## config.mk

```make
export PLATFORM = sky130hd
export DESIGN_NAME = multi_mode_io_port
export DESIGN_NICKNAME = d
export VERILOG_FILES = /design/src/rtl/io_pin_cell.v /design/src/rtl/multi_mode_io_port.v
export VERILOG_INCLUDE_DIRS = /design/src /design/src/rtl
export SDC_FILE = /design/constraint.sdc
export NUM_CORES = 1
export LEC_CHECK = 0
export BUFFER_PORTS_ARGS = -buffer_cell sky130_fd_sc_hd__buf_2
export CELL_PAD_IN_SITES_DETAIL_PLACEMENT = 0
export CELL_PAD_IN_SITES_GLOBAL_PLACEMENT = 1
export CORE_ASPECT_RATIO = 0.75
export CORE_MARGIN = 2
export CORE_UTILIZATION = 45
export CTS_BUF_LIST = sky130_fd_sc_hd__clkbuf_8
export DETAILED_ROUTE_END_ITERATION = 16
export PLACE_DENSITY = 0.74
export SYNTH_ARGS = -nofsm -noshare
export SYNTH_HDL_FRONTEND = slang
export SYNTH_SLANG_ARGS = --single-unit
```

## constraint.sdc

```tcl
create_clock -name clk -period 20 [get_ports clk]
set_input_delay 2 -clock clk [delete_from_list [all_inputs] [get_ports clk]]
set_output_delay 2 -clock clk [all_outputs]
set_load 0.05 [all_outputs]
```

## src/rtl/io_port_regs.vh

```
// Register offsets, reset values and port addresses of the I/O port block
// Assumes an 8-bit configuration register space addressed by the core
`ifndef IO_PORT_REGS_VH
`define IO_PORT_REGS_VH

// ----------------------------------------------------------------------------
// Configuration register offsets
// ----------------------------------------------------------------------------
`define PA_PULLUP_OFS   8'h18
`define PA_OPTION_OFS   8'h19
`define PA_DIR_OFS      8'h1a
`define PA_FUNC_OFS     8'h1b
`define PB_PULLUP_OFS   8'h1c
`define PB_OPTION_OFS   8'h1d
`define PB_DIR_OFS      8'h1e
`define PB_FUNC_OFS     8'h1f
`define PC_PULLUP_OFS   8'h20
`define PC_OPTION_OFS   8'h21
`define PC_DIR_OFS      8'h22
`define PC_FUNC_OFS     8'h23
`define INTERRUPT_POLARITY_REGISTER_OFS     8'h24

// ----------------------------------------------------------------------------
// Port input and output addresses
// ----------------------------------------------------------------------------
`define PORT_A_ADDR     8'h00
`define PORT_B_ADDR     8'h01
`define PORT_C_ADDR     8'h02

// ----------------------------------------------------------------------------
// Reset values and field positions
// ----------------------------------------------------------------------------
`define CFG_RESET       8'h00
`define POL_RESET       8'h00
`define POL_A_BIT       0
`define POL_B_BIT       1
`define NMI_PIN         7
`define SDA_PIN         1
`define SCL_PIN         0
`define ALT_OUT_A       8'h47
`define ALT_IN_A        8'hbb

`endif

```

## src/rtl/io_pin_cell.v

```verilog
// One port pin: mode decode, output drivers, pull-up and input sampling
// Assumes latched pull-up, option and direction bits and an asynchronous pin input
`timescale 1ns/1ps

module io_pin_cell (
  input  wire clk,
  input  wire rst,
  input  wire pu,
  input  wire opt,
  input  wire dir,
  input  wire func,
  input  wire alt_out,
  input  wire out_bit,
  input  wire pin_in,
  input  wire int_ok,
  output reg  pin_out_r,
  output reg  pin_oe_r,
  output reg  pull_r,
  output reg  weak_r,
  output reg  sync_r,
  output wire int_mode,
  output wire in_mode
);

  reg  meta_r;
  wire drv_val;
  wire drv_en;

  // ----------------------------------------------------------------------------
  // Mode decode
  // ----------------------------------------------------------------------------
  assign in_mode  = ~dir;
  assign int_mode = ~dir & opt & int_ok & ~func;
  // Alternate output only with direction set
  assign drv_val  = (func & dir) ? alt_out : out_bit;
  // Open drain drives only a low level
  assign drv_en   = dir & (~(opt & ~pu) | ~drv_val);

  always @(posedge clk or posedge rst) begin
    if (rst) begin
      pin_out_r <= 1'b0;
      pin_oe_r  <= 1'b0;
      pull_r    <= 1'b0;
      weak_r    <= 1'b0;
      meta_r    <= 1'b0;
      sync_r    <= 1'b0;
    end else begin
      pin_out_r <= drv_val;
      pin_oe_r  <= drv_en;
      pull_r    <= pu & ~(dir & opt);
      weak_r    <= pu & dir & opt;
      meta_r    <= pin_in;
      sync_r    <= meta_r;
    end
  end

endmodule

```

## src/rtl/multi_mode_io_port.v

```verilog
// Three 8-bit multi-mode I/O ports with configuration, data and interrupt logic
// Assumes core-driven configuration and port access strobes on the same clock
//
// Functional notes
// - Reset leaves all pins high-impedance inputs
// - Input modes from pull-up and option bits
// - Output modes from pull-up and option bits
// - Pull-up and option applied on direction write
// - Each bit controls its own pin only
// - Input read returns pin levels, ports 0-2
// - Output pins read back the output buffer
// - Output write updates buffer, drives pins
// - Output bits ignored on input pins
// - Only ports A and B interrupt
// - Per-port interrupt is OR of pins
// - Interrupt pin levels stay readable
// - Polarity register selects interrupt edge
// - Function bit picks I/O or peripheral
// - Direction picks input or output alternate
// - NMI needs pin A7 alternate and input
// - I2C unit overrides pin mode
// - Port A alternate functions per bit
`timescale 1ns/1ps
`include "io_port_regs.vh"

module multi_mode_io_port (
  input  wire        clk,
  input  wire        rst,
  // Configuration register access
  input  wire        cfg_wr,
  input  wire        cfg_rd,
  input  wire [7:0]  cfg_addr,
  input  wire [7:0]  cfg_wdata,
  output reg  [7:0]  cfg_rdata_r,
  // Port input read and output write
  input  wire        port_rd,
  input  wire        port_wr,
  input  wire [7:0]  port_addr,
  input  wire [7:0]  port_wdata,
  output reg  [7:0]  port_rdata_r,
  // Pins
  input  wire [23:0] pin_in,
  output wire [23:0] pin_out,
  output wire [23:0] pin_oe,
  output wire [23:0] pin_pull,
  output wire [23:0] pin_weak,
  // Peripheral side
  input  wire [23:0] alt_out,
  output reg  [23:0] alt_in_r,
  input  wire        i2c_own,
  input  wire        i2c_sda_low,
  input  wire        i2c_scl_low,
  output reg         nmi_req_r,
  output reg         irq_a_r,
  output reg         irq_b_r,
  input  wire        irq_a_ack,
  input  wire        irq_b_ack
);

  // ----------------------------------------------------------------------------
  // Registers
  // ----------------------------------------------------------------------------
  // Written pull-up and option, waiting for a direction write
  reg  [7:0]  pu_wr_r    [0:2];
  reg  [7:0]  opt_wr_r   [0:2];
  reg  [7:0]  dir_r      [0:2];
  reg  [7:0]  func_r     [0:2];
  // Settings the pin cells use
  reg  [7:0]  pu_act_r   [0:2];
  reg  [7:0]  opt_act_r  [0:2];
  reg  [7:0]  out_buf_r  [0:2];
  reg  [7:0]  pol_r;
  // Previous synchronised level of ports A and B
  reg  [15:0] int_prev_r;

  wire [23:0] pu_v;
  wire [23:0] opt_v;
  wire [23:0] dir_v;
  wire [23:0] func_v;
  wire [23:0] obuf_v;
  wire [23:0] ok_v;
  wire [23:0] alt_v;
  wire [23:0] alt_ok_out;
  wire [23:0] alt_ok_in;
  wire [23:0] sync_v;
  wire [23:0] intm_v;
  wire [23:0] inm_v;
  wire [23:0] cell_oe;
  wire [23:0] cell_out;
  wire [23:0] cell_pull;
  wire [23:0] cell_weak;
  wire [23:0] rd_v;
  wire [15:0] edge_v;
  wire [15:0] pol_v;
  wire [15:0] rise_v;
  wire [15:0] fall_v;
  wire        edge_a;
  wire        edge_b;

  integer i;

  // ----------------------------------------------------------------------------
  // Configuration writes
  // ----------------------------------------------------------------------------
  // Pull-up and option reach the pins only through a direction write
  always @(posedge clk or posedge rst) begin
    if (rst) begin
      for (i = 0; i < 3; i = i + 1) begin
        pu_wr_r[i]   <= `CFG_RESET;
        opt_wr_r[i]  <= `CFG_RESET;
        dir_r[i]     <= `CFG_RESET;
        func_r[i]    <= `CFG_RESET;
        pu_act_r[i]  <= `CFG_RESET;
        opt_act_r[i] <= `CFG_RESET;
      end
      pol_r <= `POL_RESET;
    end else if (cfg_wr) begin
      case (cfg_addr)
        `PA_PULLUP_OFS: pu_wr_r[0] <= cfg_wdata;
        `PA_OPTION_OFS: opt_wr_r[0] <= cfg_wdata;
        `PA_DIR_OFS: begin
          dir_r[0]     <= cfg_wdata;
          pu_act_r[0]  <= pu_wr_r[0];
          opt_act_r[0] <= opt_wr_r[0];
        end
        `PA_FUNC_OFS:   func_r[0] <= cfg_wdata;
        `PB_PULLUP_OFS: pu_wr_r[1] <= cfg_wdata;
        `PB_OPTION_OFS: opt_wr_r[1] <= cfg_wdata;
        `PB_DIR_OFS: begin
          dir_r[1]     <= cfg_wdata;
          pu_act_r[1]  <= pu_wr_r[1];
          opt_act_r[1] <= opt_wr_r[1];
        end
        `PB_FUNC_OFS:   func_r[1] <= cfg_wdata;
        `PC_PULLUP_OFS: pu_wr_r[2] <= cfg_wdata;
        `PC_OPTION_OFS: opt_wr_r[2] <= cfg_wdata;
        `PC_DIR_OFS: begin
          dir_r[2]     <= cfg_wdata;
          pu_act_r[2]  <= pu_wr_r[2];
          opt_act_r[2] <= opt_wr_r[2];
        end
        `PC_FUNC_OFS:   func_r[2] <= cfg_wdata;
        `INTERRUPT_POLARITY_REGISTER_OFS:   pol_r <= cfg_wdata;
        default: begin
        end
      endcase
    end
  end

  // ----------------------------------------------------------------------------
  // Configuration read back
  // ----------------------------------------------------------------------------
  // Pull-up and option read back as written, applied or not
  always @(posedge clk or posedge rst) begin
    if (rst) begin
      cfg_rdata_r <= 8'h00;
    end else if (cfg_rd) begin
      case (cfg_addr)
        `PA_PULLUP_OFS: cfg_rdata_r <= pu_wr_r[0];
        `PA_OPTION_OFS: cfg_rdata_r <= opt_wr_r[0];
        `PA_DIR_OFS:    cfg_rdata_r <= dir_r[0];
        `PA_FUNC_OFS:   cfg_rdata_r <= func_r[0];
        `PB_PULLUP_OFS: cfg_rdata_r <= pu_wr_r[1];
        `PB_OPTION_OFS: cfg_rdata_r <= opt_wr_r[1];
        `PB_DIR_OFS:    cfg_rdata_r <= dir_r[1];
        `PB_FUNC_OFS:   cfg_rdata_r <= func_r[1];
        `PC_PULLUP_OFS: cfg_rdata_r <= pu_wr_r[2];
        `PC_OPTION_OFS: cfg_rdata_r <= opt_wr_r[2];
        `PC_DIR_OFS:    cfg_rdata_r <= dir_r[2];
        `PC_FUNC_OFS:   cfg_rdata_r <= func_r[2];
        `INTERRUPT_POLARITY_REGISTER_OFS:   cfg_rdata_r <= pol_r;
        default:        cfg_rdata_r <= 8'h00;
      endcase
    end
  end

  // ----------------------------------------------------------------------------
  // Output buffers
  // ----------------------------------------------------------------------------
  // Buffer is written whatever the pin direction; inputs ignore it
  always @(posedge clk or posedge rst) begin
    if (rst) begin
      for (i = 0; i < 3; i = i + 1) begin
        out_buf_r[i] <= 8'h00;
      end
    end else if (port_wr) begin
      case (port_addr)
        `PORT_A_ADDR: out_buf_r[0] <= port_wdata;
        `PORT_B_ADDR: out_buf_r[1] <= port_wdata;
        `PORT_C_ADDR: out_buf_r[2] <= port_wdata;
        default: begin
        end
      endcase
    end
  end

  // ----------------------------------------------------------------------------
  // Pin cells
  // ----------------------------------------------------------------------------
  assign pu_v   = {pu_act_r[2], pu_act_r[1], pu_act_r[0]};
  assign opt_v  = {opt_act_r[2], opt_act_r[1], opt_act_r[0]};
  assign dir_v  = {dir_r[2], dir_r[1], dir_r[0]};
  assign func_v = {func_r[2], func_r[1], func_r[0]};
  assign obuf_v = {out_buf_r[2], out_buf_r[1], out_buf_r[0]};
  assign ok_v   = {8'h00, 8'hff, 8'hff};
  // Port A pins carry only their listed peripheral directions
  assign alt_ok_out = {16'hffff, `ALT_OUT_A};
  assign alt_ok_in  = {16'hffff, `ALT_IN_A};
  assign alt_v      = alt_out & alt_ok_out;

  genvar g;
  generate
    for (g = 0; g < 24; g = g + 1) begin : pin_g
      io_pin_cell u_cell (
        .clk       (clk),
        .rst       (rst),
        .pu        (pu_v[g]),
        .opt       (opt_v[g]),
        .dir       (dir_v[g]),
        .func      (func_v[g]),
        .alt_out   (alt_v[g]),
        .out_bit   (obuf_v[g]),
        .pin_in    (pin_in[g]),
        .int_ok    (ok_v[g]),
        .pin_out_r (cell_out[g]),
        .pin_oe_r  (cell_oe[g]),
        .pull_r    (cell_pull[g]),
        .weak_r    (cell_weak[g]),
        .sync_r    (sync_v[g]),
        .int_mode  (intm_v[g]),
        .in_mode   (inm_v[g])
      );
    end
  endgenerate

  // ----------------------------------------------------------------------------
  // Pin output stage, I2C override on port A pins 1 and 0
  // ----------------------------------------------------------------------------
  reg  [23:0] pin_out_r;
  reg  [23:0] pin_oe_r;
  reg  [23:0] pin_pull_r;
  reg  [23:0] pin_weak_r;
  wire [1:0]  i2c_oe;
  wire [1:0]  own_mask;

  // I2C unit only pulls low; no high level and no pulls while it owns
  assign i2c_oe   = {i2c_sda_low, i2c_scl_low};
  assign own_mask = {2{~i2c_own}};

  always @(posedge clk or posedge rst) begin
    if (rst) begin
      pin_out_r  <= 24'h000000;
      pin_oe_r   <= 24'h000000;
      pin_pull_r <= 24'h000000;
      pin_weak_r <= 24'h000000;
    end else begin
      pin_out_r  <= {cell_out[23:2], cell_out[1:0] & own_mask};
      pin_oe_r   <= {cell_oe[23:2], i2c_own ? i2c_oe : cell_oe[1:0]};
      pin_pull_r <= {cell_pull[23:2], cell_pull[1:0] & own_mask};
      pin_weak_r <= {cell_weak[23:2], cell_weak[1:0] & own_mask};
    end
  end

  assign pin_out  = pin_out_r;
  assign pin_oe   = pin_oe_r;
  assign pin_pull = pin_pull_r;
  assign pin_weak = pin_weak_r;

  // ----------------------------------------------------------------------------
  // Port input read
  // ----------------------------------------------------------------------------
  // Output pins return the buffer, all other pins their synchronised level
  assign rd_v = (sync_v & ~dir_v) | (obuf_v & dir_v);

  always @(posedge clk or posedge rst) begin
    if (rst) begin
      port_rdata_r <= 8'h00;
    end else if (port_rd) begin
      case (port_addr)
        `PORT_A_ADDR: port_rdata_r <= rd_v[7:0];
        `PORT_B_ADDR: port_rdata_r <= rd_v[15:8];
        `PORT_C_ADDR: port_rdata_r <= rd_v[23:16];
        default:      port_rdata_r <= 8'h00;
      endcase
    end
  end

  // ----------------------------------------------------------------------------
  // Alternate inputs
  // ----------------------------------------------------------------------------
  always @(posedge clk or posedge rst) begin
    if (rst) begin
      alt_in_r <= 24'h000000;
    end else begin
      alt_in_r <= sync_v & func_v & inm_v & alt_ok_in;
    end
  end

  // ----------------------------------------------------------------------------
  // Non-maskable request from port A pin 7
  // ----------------------------------------------------------------------------
  // Only an alternate-function input pin may raise it
  always @(posedge clk or posedge rst) begin
    if (rst) begin
      nmi_req_r <= 1'b0;
    end else begin
      nmi_req_r <= sync_v[`NMI_PIN] & func_v[`NMI_PIN]
                   & inm_v[`NMI_PIN];
    end
  end

  // ----------------------------------------------------------------------------
  // Port interrupts
  // ----------------------------------------------------------------------------
  always @(posedge clk or posedge rst) begin
    if (rst) begin
      int_prev_r <= 16'h0000;
    end else begin
      int_prev_r <= sync_v[15:0];
    end
  end

  // Polarity bit 1 selects the rising edge, 0 the falling edge
  assign pol_v  = {{8{pol_r[`POL_B_BIT]}}, {8{pol_r[`POL_A_BIT]}}};
  assign rise_v = sync_v[15:0] & ~int_prev_r;
  assign fall_v = ~sync_v[15:0] & int_prev_r;
  assign edge_v = intm_v[15:0] & ((pol_v & rise_v) | (~pol_v & fall_v));
  assign edge_a = |edge_v[7:0];
  assign edge_b = |edge_v[15:8];

  // Edge beats acknowledge in the same cycle
  always @(posedge clk or posedge rst) begin
    if (rst) begin
      irq_a_r <= 1'b0;
      irq_b_r <= 1'b0;
    end else begin
      irq_a_r <= edge_a | (irq_a_r & ~irq_a_ack);
      irq_b_r <= edge_b | (irq_b_r & ~irq_b_ack);
    end
  end

endmodule

```

=== Word level (Yosys, flattened, before mapping) ===
Cells that the tools add are included.

* Logic and storage cells: 625
* Register bits after elaboration: 473
* Input bits: 91
* Output and inout port bits: 139

* Bitwise logic cells: 387
* Muxes and demuxes: 27
* Reduce and logical (&&, ||, !) cells: 19
* Eq/ne operators: 15

{| class="wikitable"
|+ Operators by type and width
! cell !! count
|-
| 1-bit AND || 204
|-
| 1-bit inverter || 139
|-
| 8-bit case mux with 13 select lines || 1
|-
| 24-bit AND || 4
|-
| 16-bit AND || 5
|-
| 8-bit by 5-bit equality test with 1-bit output, second input constant || 8
|-
| 16-bit inverter || 3
|-
| 8-bit by 6-bit equality test with 1-bit output, second input constant || 5
|-
| 2-bit AND reduction || 16
|-
| 1-bit bitwise OR || 26
|-
| 1-bit two-way mux || 24
|-
| 24-bit inverter || 1
|-
| 24-bit bitwise OR || 1
|-
| 8-bit case mux with 3 select lines || 1
|-
| 16-bit bitwise OR || 1
|-
| 8-bit OR reduction || 2
|-
| 8-bit by 1-bit equality test with 1-bit output, second input constant || 1
|-
| 8-bit by 2-bit equality test with 1-bit output, second input constant || 1
|-
| 8-bit zero test || 1
|-
| 2-bit AND || 3
|-
| 2-bit two-way mux || 1
|}

=== Longest topological paths before layout ===
Gate-level depths: netlist of the first run.

* Depth in word-level cells: 7
* Depth in mapped cells: 7
* Depth with buffers taken out: 5

=== Hierarchy ===
From an unflattened synthesis of the first run, not the netlist that was laid out.

* Cells, all modules: 1282
* Area, all modules: 18238.7 µm²

{| class="wikitable"
|+ Modules (own cells, without submodules)
! module !! times used !! cells each !! area each (µm²)
|-
| multi_mode_io_port || 1 || 898 || 12833.6
|-
| io_pin_cell || 24 || 16 || 225.2
|}

=== Worst setup path after synthesis of the first run ===
OpenSTA, ideal clock, no wires.

* Path kind: in2reg
* Start: input port cfg_addr[5]
* End: register opt_act_r[16] in the netlist's numbering
* Stages on the path: 5
* Data arrival time: 3.378 ns
* Buffers on the path: 1
* Setup slack: 16.497 ns
* Cell sequence: nor4b_2 nand3_2 nor2_1 buf_4 mux2_2

* Cells in the longest elaborated chain, start to end: 2

{| class="wikitable"
|+ RTL lines
! item !! line !! source
|-
| start: declaration || multi_mode_io_port.v:32 || <nowiki>input wire [7:0] cfg_addr,</nowiki>
|-
| 8-bit by 5-bit equality test with 1-bit output || multi_mode_io_port.v:118 || <nowiki>case (cfg_addr)</nowiki>
|-
| 2-bit AND reduction (no line) || -- ||
|-
| end signal: indexed assignment || multi_mode_io_port.v:114 || <nowiki>opt_act_r[i] <= `CFG_RESET;</nowiki>
|-
| end: declaration || multi_mode_io_port.v:70 || <nowiki>reg [7:0] opt_act_r [0:2];</nowiki>
|}

Every way passes these cells.
A chain may end at the register's enable or synchronous reset.

=== Final worst setup path of the first run ===
* Start: input port cfg_addr[1]
* End: register opt_act_r[18] in the netlist's numbering

The elaborated chain is that of the path after synthesis.

==> results of run 1 <==
## where the power goes
group	internal [mW]	switching, mW
registers	0.996	0.0299
clock network	0.472	0.378
logic	0.0410	0.0977
## metrics by stage
step / utilization / hold WS, ns / setup slack [ns]
after CTS: 0.537 / 0.342 / 16.02
final: 0.537 / 0.343 / 16.02
after floorplan: - / 0.331 / 4.83
after global placement: 0.495 / 0.335 / 15.40
after detailed placement: 0.495 / 0.335 / 15.33
after global routing: 0.537 / 0.338 / 15.68
## layer usage
metal,vias up,global-route usage,share of wire
met1,5649,0.332,0.47
met4,0,0.0667,0.024
met3,70,0.0541,0.057
met5,-,0,0
met2,326,0.328,0.45
li1,4851,-,-
## area by class of cell
cell class	instances	area, um2
sequential	472	11800
fill	3290	17600
antenna	1	2.50
inverter	62	240
clock inverter	40	264
clock buffer	96	1320
tap	512	641
timing repair buffer	232	1180
multi-input combinational	655	4950
## cell families after synthesis
kind of cell,Yosys count
buffers and inverters,110
AOI/OAI and AO/OA,168
other,1
and+or+nand+nor,273
muxes,212
DFF,472
## synth_stat cells (9+ instances only)
cell,count,area [um2]
nor2b_1,12,75.1
mux2_2,171,1930
and3_1,51,319
mux4_2,9,203
o221ai_1,9,78.8
o21ai_0,40,200
mux2i_1,30,300
dfrtp_1,472,11800
nor3b_1,12,90.1
a21oi_1,39,195
a31oi_1,28,175
buf_2,10,50.1
inv_1,62,233
clkbuf_1,28,105
nand2_1,105,394
o22ai_1,11,68.8
o211ai_1,13,97.6
nor2_1,43,161
## critical path: cells and delay by family
family	cells	cell delay [ns]
and+or+nand+nor	3	1.58
muxes	1	0.41
buffers and inverters	2	0.46
## final timing paths
| kind | endpoint | slack, ns |
|---|---|---|
| max in group asynchronous | func_r[14] | 16.13 |
| hold reg to reg | pin_out[14] | 0.34 |
| min in group asynchronous | alt_in_r[13] | 1.51 |
| setup reg to reg | irq_b_r | 17.88 |
| hold / removal | pin_out[14] | 0.34 |
| setup / recovery | opt_act_r[18] | 16.02 |
==> results.json, run 1 <==
{
  "clock_latency_ns": 0.64,
  "rows": 62,
  "ctsHoldBuffers": 0,
  "area_delta_synth_final_pct": 18.6,
  "async_reset_ff_frac": 1.00,
  "vias": 10900,
  "start_kind": "input pin",
  "boundaryPins": 230,
  "leakage_nw": 10.3,
  "design_power_total_mw": 2.02,
  "crit_start": "cfg_addr[1]",
  "slowest_delay_ns": 0.73,
  "status": "complete, no violations",
  "dp_cells": 1933,
  "tritoncts": "done",
  "min_path_type": "reg2reg",
  "synthMuxAreaShare": 0.143,
  "grt_pass1_vias": 11000,
  "grt_antenna_before_repair": 1,
  "finalCritPeriodShare": 0.199,
  "cts_buffers": 74,
  "clk_pin_slew_worst_paths_ns": 0.06,
  "crit_fanout": 40,
  "final_common_cell": "dfrtp_1",
  "final.setup.tns_ns": 0,
  "worstRegToRegCells": 4,
  "cp.required_ns": 20.51,
  "period_minus_slack_ns": 3.98,
  "grt_pass1_wl_um": 67000,
  "syn_area_mm2": 0.0172,
  "wirelength_um": 43700,
  "postSynth.topFlopCell": "dfrtp_1",
  "synthAdderAreaFrac": 0,
  "synth_simple_gate_area_share": 0.0826,
  "finalMaxSlewViolations": 0,
  "placed_area_mm2": 0.0188,
  "finalSetupViolCount": 0,
  "via_per_inst": 5.26,
  "slew_headroom": 0.361,
  "ir_drop_mv": 0.0466,
  "final_cell_mix": "472 x dfrtp_1, 223 x buf_2, 171 x mux2_2",
  "postCtsSetupRepairBufs": 0,
  "final-hold-violation-count": 0,
  "dpl.hpwl_um": 29800,
  "drt_iter0_drc": 794,
  "min_from": "pin_g[14].u_cell.pin_out_r",
  "synth_xor_area_frac": 0,
  "yosysSeqAreaShare": 0.686,
  "yosysWarnings": 0,
  "drive_gt1_frac": 0.355,
  "worst_pin_slew_ns": 0.959,
  "grt_max_degree": 117,
  "skew_ns": 0.0302,
  "avgSynthCellArea_um2": 13.9,
  "io_buffers": 223,
  "core_area_mm2": 0.0380,
  "first_pass_iters": 5,
  "rsz0062_at_grt": "no",
  "crit_path_cell_trace": "buf_2 > buf_4 > nor2b_1 > nand2_1 > nor2_4 > mux2_2",
  "instances_no_fill": 2070,
  "fin_area_mm2": 0.0204,
  "cts_resized": 0,
  "r2r-start": "pol_r[1]",
  "slowest_stage": "nor2_4",
  "clock-sinks": 472,
  "gp_congestion": 0.877,
  "grt.overflow.total": 0,
  "cap_violations": 0,
  "ys_seq_elements": 472,
  "synth_compound_area_frac": 0.0613,
  "fin_nets": 1588,
  "start_util": 0.453,
  "synthCells": 1236,
  "dieArea_mm2": 0.0399,
  "min_path_cells": 0,
  "die_x_um": 230,
  "cp-end-kind": "register",
  "crit_arrival_ns": 4.49,
  "grtUsageTotal": 0.224,
  "crit_type": "in2reg",
  "p_per_area_mw_per_mm2": 98.7,
  "synth_edf_count": 0,
  "clock_path_buffers": 3,
  "drc_errors": 0,
  "h-tree-depth": 3,
  "root_buffer": "clkbuf_8",
  "postRouteAntennaNets": 0,
  "clock.fmax_ghz": 0.251,
  "synth.distinct_cells": 54,
  "wire_per_inst_um": 21.1,
  "die_height_um": 173,
  "synth_top_family_by_area": "multiplexers"
}
No activity file was read; power rests on OpenSTA's default activity.
==> run 2: changes to the inputs <==
--- a/config.mk
+++ b/config.mk
@@ -11,10 +11,10 @@
 export CELL_PAD_IN_SITES_GLOBAL_PLACEMENT = 1
 export CORE_ASPECT_RATIO = 0.75
 export CORE_MARGIN = 2
-export CORE_UTILIZATION = 45
+export CORE_UTILIZATION = 44
 export CTS_BUF_LIST = sky130_fd_sc_hd__clkbuf_8
 export DETAILED_ROUTE_END_ITERATION = 16
-export PLACE_DENSITY = 0.74
+export PLACE_DENSITY = 0.76
 export SYNTH_ARGS = -nofsm -noshare
 export SYNTH_HDL_FRONTEND = slang
 export SYNTH_SLANG_ARGS = --single-unit
==> constraint.sdc (replaced) <==
create_clock -name clk -period 3.5 [get_ports clk]
set_input_delay 0.35 -clock clk [delete_from_list [all_inputs] [get_ports clk]]
set_output_delay 0.35 -clock clk [all_outputs]
set_load 0.05 [all_outputs]
==> run 2 against run 1 <==
Against the previous run:
- die area increased by 2.2%
- via count increased by 1.3%
- critical endpoint is now irq_b_r
- sequential share of layout area decreased by 1.4 points
- clock power increased to 5.3 times the previous value
- largest cell class unchanged
- global-route usage decreased by 0.43 points
==> results.json, run 2 (synthesis gave the netlist of run 1 again) <==
{
  "slew_headroom": 0.444,
  "drt_iter0_drc": 785,
  "finalSetupViolCount": 0,
  "clock_path_buffers": 3,
  "area_delta_synth_final_pct": 21.5,
  "cts_resized": 0,
  "critical_path_buf_inv_count": 0,
  "clock-sinks": 472,
  "tritoncts": "done",
  "clock_latency_ns": 0.62,
  "first_pass_iters": 5,
  "start_kind": "register",
  "grt_pass1_vias": 11100,
  "ir_drop_mv": 0.283,
  "rows": 62,
  "worstSetupEndpoint": "irq_b_r",
  "grt_antenna_before_repair": 4,
  "drc_errors": 0,
  "grt_max_degree": 125,
  "crit_start": "pol_r[1]",
  "clk_pin_slew_worst_paths_ns": 0.06,
  "cp.required_ns": 3.97,
  "pwr-share-comb": 0.076,
  "leakage_nw": 10.5,
  "wire_per_inst_um": 20.7,
  "cts_buffers": 71,
  "hold_slack_ns": 0.0418,
  "root_buffer": "clkbuf_8",
  "slowest_delay_ns": 0.84,
  "clock.fmax_ghz": 0.450,
  "cap_violations": 0,
  "drive_gt1_frac": 0.340,
  "finalMaxSlewViolations": 0,
  "crit_path_cell_trace": "nor3b_1 > o211ai_1 > nand4_1 > or4_1",
  "power_switching_mw": 2.80,
  "final_common_cell": "dfrtp_1",
  "dp_cells": 1945,
  "postCtsSetupRepairBufs": 0,
  "min_path_type": "in2reg",
  "io_buffers": 223,
  "grt_pass1_wl_um": 66400,
  "wirelength_um": 43900,
  "critical_path.top_delay_family": "simple AND/OR/NAND/NOR gates",
  "p_per_area_mw_per_mm2": 536,
  "via_per_inst": 5.21,
  "instances_no_fill": 2120,
  "crit_arrival_ns": 2.69,
  "rsz0062_at_grt": "no",
  "skew_ns": 0.0256,
  "place_ws_ns": 0.929,
  "vias": 11000,
  "boundaryPins": 230,
  "postRouteAntennaNets": 0,
  "h-tree-depth": 3,
  "period_minus_slack_ns": 2.22,
  "p_clk_frac": 0.401,
  "crit_type": "reg2reg",
  "worstRegToRegCells": 4,
  "start_util": 0.448,
  "p_sw_frac": 0.250,
  "timing.final.ws_setup_ns": 1.28,
  "p_seq_frac": 0.523,
  "grt.overflow.total": 0,
  "crit-reg2reg-capture": "irq_b_r",
  "crit_fanout": 18,
  "path_depth": 4,
  "r2r-start": "pol_r[1]",
  "min_path_cells": 2,
  "die_height_um": 175,
  "fin_nets": 1644,
  "gp_congestion": 0.898,
  "core_area_mm2": 0.0384,
  "dpl.hpwl_um": 30400,
  "intPower_mw": 8.41,
  "finalCritPeriodShare": 0.635,
  "grtUsageTotal": 0.219,
  "cp-end-kind": "register",
  "slowest_stage": "dfrtp_1",
  "dieArea_mm2": 0.0407,
  "status": "complete, no violations",
  "worst_pin_slew_ns": 0.832,
  "reg2reg_slack_ns": 1.28,
  "final-hold-violation-count": 0,
  "die_x_um": 232,
  "final_cell_mix": "472 x dfrtp_1, 223 x buf_2, 171 x mux2_2"
}
-- run 2: cell types whose count changed in the layout (fill, tap and decap cells not counted), sizes merged, moves of 7 or more --
cell	before	now
dlygate4sd3	0	47
buf	232	244
clkinv	18	7
inv	79	87
clkbuf	96	89
-- run 2: worst min path at each step --
stage                            endpoint  slack [ns]                    start
2_1_floorplan      pin_g[0].u_cell.sync_r        0.33   pin_g[0].u_cell.meta_r
3_3_place_gp      pin_g[16].u_cell.sync_r        0.33  pin_g[16].u_cell.meta_r
3_5_place_dp                 alt_in_r[15]        0.33                      rst
4_1_cts        pin_g[15].u_cell.pin_out_r       0.006              alt_out[15]
5_1_grt        pin_g[15].u_cell.pin_out_r        0.02              alt_out[15]
6_report       pin_g[15].u_cell.pin_out_r        0.04              alt_out[15]
-- run 2: layer usage --
| layer | wire length [um] | share of wire | GRT usage | vias to the layer above |
|---|---|---|---|---|
| met4 | 1480 | 0.034 | 0.0876 | 0 |
| met1 | 20000 | 0.45 | 0.317 | 5646 |
| met2 | 19600 | 0.45 | 0.321 | 351 |
| met3 | 2840 | 0.065 | 0.0513 | 84 |
| li1 | - | - | - | 4957 |
| met5 | 0 | 0 | 0 | - |
-- run 2: metrics by stage --
stage | power [mW] | util | cell area [um2] | setup TNS [ns]
2_1_floorplan | 6.46 | - | 17200 | -1530.62
3_3_place_gp | 6.76 | 0.495 | 19000 | 0
3_5_place_dp | 6.78 | 0.495 | 19000 | 0
4_1_cts | 11.4 | 0.545 | 20900 | 0
5_1_grt | 11.7 | 0.545 | 20900 | 0
6_report | 11.2 | 0.545 | 20900 | 0
-- run 2: power groups by stage --
stage / Sequential [mW] / Clock, mW / Combinational (mW)
floorplan: 6.09 / 0 / 0.372
global placement: 5.95 / 0 / 0.808
detailed placement: 5.96 / 0 / 0.817
CTS: 5.86 / 4.63 / 0.860
global route: 5.89 / 4.88 / 0.924
finish: 5.87 / 4.50 / 0.852
-- run 2: layout make-up --
type                            count  area [um2]
Inverter                           62         236
Sequential cell                   472       11800
Multi-Input combinational cell    655        4950
Clock inverter                     37         213
Fill cell                        3198       17500
Timing Repair Buffer              291        1840
Tap cell                          512         641
Clock buffer                       89        1220
Antenna cell                        2        5.00
-- run 2: repair_timing --
action,CTS,global route
setup endpoints to repair,0,0
hold buffers,47,0
endpoints found under the hold margin,90,0
